$ cat src/inc/oppp_pkg.sv
// constants and carriers for the external prom programmer controller
// assumes a 25 MHz ref_clk and a byte-wide prom port on the target pins
// Summary of operation
// - to enter prom mode both mode pins and standby go low, p63/p64 high.
// - ce/oe/strobe levels pick write, verify or inhibit with data hi-z.
// - only addresses from zero to the top of the part size are written.
// - data above the valid range is treated as ff and never written.
// - no page programming is used, one address per write pulse.
// - bytes are written one at a time by the high-speed byte method.
// - every unprogrammed address must read back ff after the run.
package oppp_pkg;
  localparam int CLK_MHZ = 25;
  localparam int T_SETUP_US = 2;
  localparam int SETUP_CYC = T_SETUP_US * CLK_MHZ;
  localparam int T_PW_NS = 200000;
  localparam int PW_CYC = (T_PW_NS * CLK_MHZ + 999) / 1000;
  localparam int T_OE_NS = 150;
  localparam int OE_CYC = (T_OE_NS * CLK_MHZ + 999) / 1000 + 1;
  localparam int MAX_TRIES = 25;
  localparam logic [16:0] TOP_48K = 17'h0_BFFF;
  localparam logic [16:0] TOP_32K = 17'h0_7FFF;
  localparam logic [7:0] BLANK_BYTE = 8'hFF;
  typedef struct packed {
    logic mode_select_high;
    logic mode_select_low;
    logic standby_pin_n;
    logic port_six_pin_three;
    logic port_six_pin_four;
  } oppp_mode_t;
  typedef struct packed {
    logic chip_enable_n;
    logic output_enable_n;
    logic program_strobe_n;
  } oppp_ctl_t;
endpackage

$ cat src/verilog/oppp_timer.sv
// down counter used for the programmer's setup, pulse and access waits
// assumes load and count come from logic on the same clock
`timescale 1ns/1ps
module oppp_timer #(
  parameter int W = 16
) (
  input wire logic ref_clk,
  input wire logic srst,
  input wire logic load,
  input wire logic [W-1:0] value,
  output logic done
);
  logic [W-1:0] cnt_reg;
  always_ff @(posedge ref_clk) begin
    if (srst) begin
      cnt_reg <= '0;
    end else if (load) begin
      cnt_reg <= value;
    end else if (cnt_reg != '0) begin
      cnt_reg <= cnt_reg - W'(1);
    end
  end
  // done depends on the count alone, so a load keyed on done cannot loop back
  assign done = (cnt_reg == '0);
endmodule // oppp_timer

$ cat src/verilog/oppp_programmer.sv
// external programmer that writes and verifies the target's on-chip prom
// assumes the user supplies one byte per address on a valid/ready stream;
// prom_data_bus is resolved from oe outside this module
`timescale 1ns/1ps
module oppp_programmer #(
  parameter int PW_CYCLES = oppp_pkg::PW_CYC,
  parameter logic BIG_PART = 1'b1
) (
  input wire logic ref_clk,
  input wire logic srst,
  input wire logic start,
  input wire logic byte_valid,
  input wire logic [7:0] byte_data,
  output logic byte_ready,
  output logic busy,
  output logic done,
  output logic fail,
  output oppp_pkg::oppp_mode_t mode_pins,
  output oppp_pkg::oppp_ctl_t ctl_pins,
  output logic [16:0] prom_address_bus,
  output logic [7:0] prom_data_out,
  output logic prom_data_oe,
  input wire logic [7:0] prom_data_in
);
  typedef enum {
    OPPP_IDLE, OPPP_ENTER, OPPP_FETCH, OPPP_SETUP, OPPP_PULSE,
    OPPP_HOLD, OPPP_VSET, OPPP_VREAD, OPPP_NEXT, OPPP_END
  } oppp_state_t;
  localparam int TW = 18;
  localparam logic [16:0] TOP = BIG_PART ? oppp_pkg::TOP_48K
                                         : oppp_pkg::TOP_32K;
  oppp_state_t state_reg;
  logic [7:0] s1_reg, s2_reg;
  logic [7:0] data_reg;
  logic [7:0] tries_reg;
  logic t_load;
  logic [TW-1:0] t_val;
  logic t_done;
  function automatic oppp_pkg::oppp_ctl_t sub_mode(input logic wr,
                                                   input logic rd);
    oppp_pkg::oppp_ctl_t c;
    c.chip_enable_n = !(wr || rd);
    c.output_enable_n = !rd;
    c.program_strobe_n = !wr;
    return c;
  endfunction
  oppp_timer #(.W(TW)) u_timer (
    .ref_clk(ref_clk),
    .srst(srst),
    .load(t_load),
    .value(t_val),
    .done(t_done)
  );
  always_comb begin
    t_load = 1'b0;
    t_val = TW'(oppp_pkg::SETUP_CYC);
    case (state_reg)
      OPPP_ENTER, OPPP_NEXT: t_load = 1'b0;
      OPPP_FETCH: begin
        t_load = byte_valid && byte_ready;
      end
      OPPP_SETUP: begin
        t_load = t_done;
        t_val = TW'(PW_CYCLES);
      end
      OPPP_PULSE: t_load = t_done;
      OPPP_HOLD: t_load = t_done;
      OPPP_VSET: begin
        t_load = t_done;
        t_val = TW'(oppp_pkg::OE_CYC);
      end
      // a retry waits out the same data setup as a first pulse
      OPPP_VREAD: t_load = t_done;
      default: t_load = (state_reg == OPPP_IDLE) && start;
    endcase
  end
  // pin inputs pass two flops before use
  always_ff @(posedge ref_clk) begin
    s1_reg <= prom_data_in;
    s2_reg <= s1_reg;
  end
  always_ff @(posedge ref_clk) begin
    if (srst) begin
      state_reg <= OPPP_IDLE;
    end else begin
      case (state_reg)
        OPPP_IDLE: if (start) state_reg <= OPPP_ENTER;
        OPPP_ENTER: if (t_done) state_reg <= OPPP_FETCH;
        OPPP_FETCH: begin
          if (byte_valid && byte_ready) begin
            // blank bytes are left erased, never pulsed
            if (byte_data == oppp_pkg::BLANK_BYTE) begin
              state_reg <= OPPP_NEXT;
            end else begin
              state_reg <= OPPP_SETUP;
            end
          end
        end
        OPPP_SETUP: if (t_done) state_reg <= OPPP_PULSE;
        OPPP_PULSE: if (t_done) state_reg <= OPPP_HOLD;
        OPPP_HOLD: if (t_done) state_reg <= OPPP_VSET;
        OPPP_VSET: if (t_done) state_reg <= OPPP_VREAD;
        OPPP_VREAD: begin
          if (t_done) begin
            if (s2_reg == data_reg) begin
              state_reg <= OPPP_NEXT;
            end else if (tries_reg >= 8'(oppp_pkg::MAX_TRIES)) begin
              state_reg <= OPPP_END;
            end else begin
              state_reg <= OPPP_SETUP;
            end
          end
        end
        OPPP_NEXT: begin
          // stop at the part's top; higher addresses stay ff
          if (prom_address_bus == TOP) begin
            state_reg <= OPPP_END;
          end else begin
            state_reg <= OPPP_FETCH;
          end
        end
        OPPP_END: if (!start) state_reg <= OPPP_IDLE;
        default: state_reg <= OPPP_IDLE;
      endcase
    end
  end
  // one address per pulse, never a page
  always_ff @(posedge ref_clk) begin
    if (srst || state_reg == OPPP_IDLE) begin
      prom_address_bus <= '0;
    end else if (state_reg == OPPP_NEXT && prom_address_bus != TOP) begin
      prom_address_bus <= prom_address_bus + 17'h0_0001;
    end
  end
  always_ff @(posedge ref_clk) begin
    if (srst) begin
      data_reg <= oppp_pkg::BLANK_BYTE;
      tries_reg <= '0;
    end else if (state_reg == OPPP_FETCH && byte_valid && byte_ready) begin
      data_reg <= byte_data;
      tries_reg <= '0;
    end else if (state_reg == OPPP_SETUP && t_done) begin
      tries_reg <= tries_reg + 8'h01;
    end
  end
  always_ff @(posedge ref_clk) begin
    if (srst) begin
      mode_pins <= '{1'b1, 1'b1, 1'b1, 1'b0, 1'b0};
      ctl_pins <= sub_mode(1'b0, 1'b0);
      prom_data_oe <= 1'b0;
      prom_data_out <= oppp_pkg::BLANK_BYTE;
    end else begin
      if (state_reg == OPPP_IDLE) begin
        mode_pins <= '{1'b1, 1'b1, 1'b1, 1'b0, 1'b0};
      end else begin
        mode_pins <= '{1'b0, 1'b0, 1'b0, 1'b1, 1'b1};
      end
      ctl_pins <= sub_mode(state_reg == OPPP_PULSE,
                           state_reg == OPPP_VREAD);
      prom_data_oe <= (state_reg == OPPP_SETUP || state_reg == OPPP_PULSE ||
                       state_reg == OPPP_HOLD);
      prom_data_out <= data_reg;
    end
  end
  always_ff @(posedge ref_clk) begin
    if (srst) begin
      byte_ready <= 1'b0;
      busy <= 1'b0;
      done <= 1'b0;
      fail <= 1'b0;
    end else begin
      // raised from the step state so a blank address costs two cycles
      byte_ready <= (state_reg == OPPP_FETCH && !(byte_valid && byte_ready))
                    || (state_reg == OPPP_NEXT && prom_address_bus != TOP);
      busy <= (state_reg != OPPP_IDLE) && (state_reg != OPPP_END);
      if (state_reg == OPPP_IDLE) begin
        done <= 1'b0;
        fail <= 1'b0;
      end else if (state_reg == OPPP_VREAD && t_done &&
                   s2_reg != data_reg &&
                   tries_reg >= 8'(oppp_pkg::MAX_TRIES)) begin
        fail <= 1'b1;
        done <= 1'b1;
      end else if (state_reg == OPPP_NEXT && prom_address_bus == TOP) begin
        done <= 1'b1;
      end
    end
  end
  property p_wr_pulse;
    @(posedge ref_clk) disable iff (srst)
      $fell(ctl_pins.program_strobe_n) |-> prom_data_oe;
  endproperty
  a_wr_pulse: assert property (p_wr_pulse)
    else $error("strobe low without data driven");
  property p_no_contention;
    @(posedge ref_clk) disable iff (srst)
      !ctl_pins.output_enable_n |-> !prom_data_oe;
  endproperty
  a_no_contention: assert property (p_no_contention)
    else $error("oe low while data driven");
  property p_mode_entry;
    @(posedge ref_clk) disable iff (srst)
      !ctl_pins.chip_enable_n |-> (!mode_pins.mode_select_high &&
        !mode_pins.mode_select_low && !mode_pins.standby_pin_n &&
        mode_pins.port_six_pin_three && mode_pins.port_six_pin_four);
  endproperty
  a_mode_entry: assert property (p_mode_entry)
    else $error("access outside prom mode");
  property p_range;
    @(posedge ref_clk) disable iff (srst)
      prom_address_bus <= TOP;
  endproperty
  a_range: assert property (p_range)
    else $error("address beyond part top");
  property p_one_mode;
    @(posedge ref_clk) disable iff (srst)
      !(!ctl_pins.program_strobe_n && !ctl_pins.output_enable_n);
  endproperty
  a_one_mode: assert property (p_one_mode)
    else $error("write and verify together");
  property p_verify_after;
    @(posedge ref_clk) disable iff (srst)
      $rose(ctl_pins.program_strobe_n) |->
        ##[1:200] !ctl_pins.output_enable_n;
  endproperty
  a_verify_after: assert property (p_verify_after)
    else $error("no verify after write");
  property p_blank_skip;
    @(posedge ref_clk) disable iff (srst)
      (state_reg == OPPP_FETCH && byte_valid && byte_ready &&
       byte_data == oppp_pkg::BLANK_BYTE) |=> state_reg == OPPP_NEXT;
  endproperty
  a_blank_skip: assert property (p_blank_skip)
    else $error("blank byte was programmed");
  property p_addr_step;
    @(posedge ref_clk) disable iff (srst)
      $past(state_reg) != OPPP_IDLE && $changed(prom_address_bus) |->
        prom_address_bus == $past(prom_address_bus) + 17'h0_0001;
  endproperty
  a_addr_step: assert property (p_addr_step)
    else $error("address did not step by one");
  c_write: cover property (@(posedge ref_clk) $fell(ctl_pins.program_strobe_n));
  c_verify: cover property (@(posedge ref_clk) $fell(ctl_pins.output_enable_n));
  c_done: cover property (@(posedge ref_clk) $rose(done) && !fail);
  c_fail: cover property (@(posedge ref_clk) $rose(fail));
endmodule // oppp_programmer

$ cat config.mk
export PLATFORM = sky130hd
export DESIGN_NAME = oppp_programmer
export DESIGN_NICKNAME = d
export VERILOG_FILES = /design/src/inc/oppp_pkg.sv /design/src/verilog/oppp_timer.sv /design/src/verilog/oppp_programmer.sv
export SDC_FILE = /design/constraint.sdc
export NUM_CORES = 1
export LEC_CHECK = 0
export BUFFER_PORTS_ARGS = -buffer_cell sky130_fd_sc_hd__buf_2
export CORE_MARGIN = 5
export CORE_UTILIZATION = 35
export DETAILED_ROUTE_END_ITERATION = 16
export SLEW_MARGIN = 20
export SYNTH_ARGS = -nofsm -noshare
export SYNTH_HDL_FRONTEND = slang
export SYNTH_SLANG_ARGS = --single-unit
$ cat constraint.sdc
create_clock -name ref_clk -period 2.7 [get_ports ref_clk]
set_input_delay 0.54 -clock ref_clk [delete_from_list [all_inputs] [get_ports ref_clk]]
set_output_delay 0.54 -clock ref_clk [all_outputs]
set_load 0.02 [all_outputs]
==> key figures <==
Worst setup path
  – Req. time, crit path: 2.99 ns
  – Crit-path max FO: 10
  – Slowest stage delay, CP: 0.48 ns
  – Worst setup EP type: flop
  – Cell at the slowest stage of the critical path: nor4b_1
  – RR Startpoint: u_timer.cnt_reg[0]
  – Worst endpoint data arrival time: 2.50 ns
  – Setup CP Type: flop to flop
  – Critical Path Start: u_timer.cnt_reg[0]
  – Cell Chain, Critical Path: inv_1 -> ha_1 -> nor4b_2 -> and4_1 -> a21oi_2 -> nor4b_1 -> o21bai_1
  – Worst setup SP type: flop
  – R2r endpoint: u_timer.cnt_reg[2]
  – Reg2Reg Depth: 7
  – Flop2flop setup slack: 0.49 ns

Power and ir drop
  – LEAKAGE: 0.00168 uW
  – Pwr/cell area: 834 mW/mm^2
  – Peak supply drop: 0.427 mV

Cells and area
  – P&R area growth vs syn: 16.2%
  – Share of layout cells above drive strength 1: 21.8%
  – Diode count: 0
  – Largest register FFs: 18
  – Filler cell count in the final layout: 1,110
  – Non-Filler Instances: 617
  – Final Core Density: 41.1%
  – Nets: 498

Timing
  – Final worst path period share: 82.0%
  – Crit path time final: 2.21 ns
  – RSZ-0062 raised after global routing: no
  – Slew of the pin with the lowest slew margin: 0.775 ns
  – Setup tns final: 0 ns
  – Clock Skew: 0.00826 ns
  – Fmax: 452 MHz
  – Final Hold Viols: 0
  – Worst-case headroom to the max-slew limit: 47.9%
  – Setup WS post-layout: 0.487 ns
  – Min Hold Slack: 0.272 ns
  – Pins Over Slew Limit: 0
  – Final setup fails: 0

Drt
  – WL final: 8.35 mm
  – Remaining DRCs: 0
  – Vias/cell: 5.03
  – WL/cell: 13.5 um
  – Post-route antenna net violation count: 0
  – DR vias: 3,105
  – Initial detailed-routing violation count: 199
  – Detailed Routing Iterations Pass 1: 4

Synthesis
  – Yosys warns: 0
  – Sequential area share after synthesis: 46.9%
  – Syn avg cell area: 9.16 sq um
  – Ys async rst share: 0%
  – Ys flop type: dfxtp_1
  – Syn_nets: 441
  – Post-Synthesis Cells: 415
  – Post-synthesis instance area: 0.00380 sq mm
  – Synthesized flop and latch total: 89
  – Number of synthesized flops with an enable pin: 0
  – Post-synthesis cell type count: 58

Worst hold path
  – Hold Path Sink: s1_reg[3]
  – Type of the worst min-delay path: input pin to flop
  – Hold_sp: prom_data_in[3]
  – WHS Path Cells: 1

Clock tree
  – Postcts setup bufs: 0
  – TritonCTS buffer count: 9
  – Sink Count: 89
  – Clk pin slew, worst setup/hold paths: 0.09 ns
  – Skew-Pair Late Insertion Delay: 0.36 ns
  – CTS max path bufs: 2
  – PostCTS Resize Cnt: 0
  – Hold buffers post-CTS: 0
  – Number of H-tree levels: 3
  – CTS tree: yes
  – Clk root buf: clkbuf_8

Floorplan
  – Initial Utilization: 35.4%
  – Die ar.: 0.0130 sq mm
  – Core Region: 0.0107 sq mm
  – Site row count: 38
  – Die Y: 114 um
  – Die X: 114 um
  – Io pins: 58

Placement
  – Dpl hpwl: 6.18 mm
  – Port buffer count: 57
  – Routability cong.: 0.858
  – Dpl cells: 601
  – Setup WS pre-CTS: 0.522 ns

Global routing
  – First-pass GRT wire length: 14.1 mm
  – Total GRT Usage: 13.3%
  – Total gr overflow: 0
  – Largest net degree at the start of global routing: 35
  – Initial antenna violation count: 0
  – Vias in the first global route: 2,967

Flow run
  – Max cap viols: 0

Status
  – Status: completed
[synthesized netlist by cell type, drive strengths merged, types with 3 or more instances]
library cell | number | share of area, %
ha | 6 | 2.0
xnor2 | 19 | 4.4
clkbuf | 9 | 0.89
or3 | 5 | 0.82
xor2 | 22 | 5.1
o21bai | 3 | 0.59
nand2 | 39 | 4.0
nand2b | 6 | 0.99
or2 | 10 | 1.6
a21oi | 23 | 3.1
inv | 10 | 0.99
o21ai | 6 | 0.79
a41oi | 3 | 0.69
nand3b | 8 | 1.6
nand3 | 19 | 2.5
nor4 | 9 | 2.4
and4 | 3 | 0.69
dfxtp | 89 | 47
nand4 | 15 | 2.6
a311oi | 4 | 0.92
a31oi | 3 | 0.49
nor3 | 15 | 2.1
nor2 | 43 | 4.4
nor4b | 3 | 0.86
and3 | 7 | 1.2
buf | 11 | 1.7
[cell families after synthesis]
kind of cell	share of synthesized area, %
and+or+nand+nor	28.2
buffers and inverters	3.55
DFF	46.9
adders and majority gates	1.97
muxes	0.560
xor gates and xnor gates	9.45
AOI/OAI and AO/OA	9.41
[layer usage]
layer	vias up	routed length (um)	track usage, %	part of all wire, %
li1	1573	-	-	-
met1	1462	3920	17.1	47
met2	61	3940	21.6	47
met3	9	360	3.01	4.3
met4	0	130	5.30	1.6
met5	-	0	0	0
[layout by cell type (no fill, tap or decap), types with 2 or more instances in the layout]
cell type	synthesis	final
a211oi_1	2	2
a21oi_1	22	22
a221oi_1	2	2
a311oi_1	4	4
a31oi_1	3	3
a41oi_1	3	3
and2_1	2	2
and3_1	7	7
and4_1	3	3
buf_2	6	57
buf_4	4	9
clkbuf_8	0	9
clkinvlp_4	0	2
dfxtp_1	89	89
ha_1	6	6
inv_1	10	10
inv_6	0	3
nand2_1	38	38
nand2b_1	6	6
nand3_1	19	19
nand3b_1	8	8
nand4_1	14	14
nor2_1	42	42
nor3_1	14	14
nor3b_1	2	2
nor4_1	6	6
nor4_4	2	2
nor4b_1	2	2
o21ai_0	5	5
o21bai_1	3	3
or2_2	10	10
or3_1	5	5
xnor2_1	19	19
xor2_1	22	22
[worst max path at each step]
stage                     slack [ns]  depth (start not counted)                  end
after floorplan                 0.77                          9  u_timer.cnt_reg[12]
after global placement          0.62                          5   u_timer.cnt_reg[0]
after detailed placement        0.52                          7   u_timer.cnt_reg[2]
after CTS                       0.49                          7   u_timer.cnt_reg[2]
after global routing            0.31                          7   u_timer.cnt_reg[2]
final                           0.49                          7   u_timer.cnt_reg[2]
[cell type report]
cell class                      instances  area (sq um)  area share [%]
Multi-Input combinational cell        296          1880            42.7
Tap cell                              140           175            3.96
Timing Repair Buffer                   66           353            7.99
Clock inverter                          7          62.6            1.42
Inverter                               10          37.5           0.850
Clock buffer                            9           124            2.80
Sequential cell                        89          1780            40.3
[worst max-delay path: cells and delay by family, from the launching register on]
kind	cells	cell delay [ns]
AOI/OAI and AO/OA	2	0.37
DFF	1	0.35
buffers and inverters	1	0.12
adders and majority gates	1	0.15
and+or+nand+nor	3	1.16
[power breakdown]
part           switching, uW  internal (uW)  total (uW)
Sequential               179           1450        1630
Clock                    499            350         849
Combinational            700            505        1210
Total                   1380           2310        3680
[through the flow]
stage / cell area, sq um / total power [uW]
global route: 4420 / 3940
detailed placement: 4230 / 2850
global placement: 4230 / 2830
CTS: 4420 / 3710
finish: 4420 / 3680
floorplan: 3800 / 2570
Note: power is estimated with default switching activity, not from simulation.
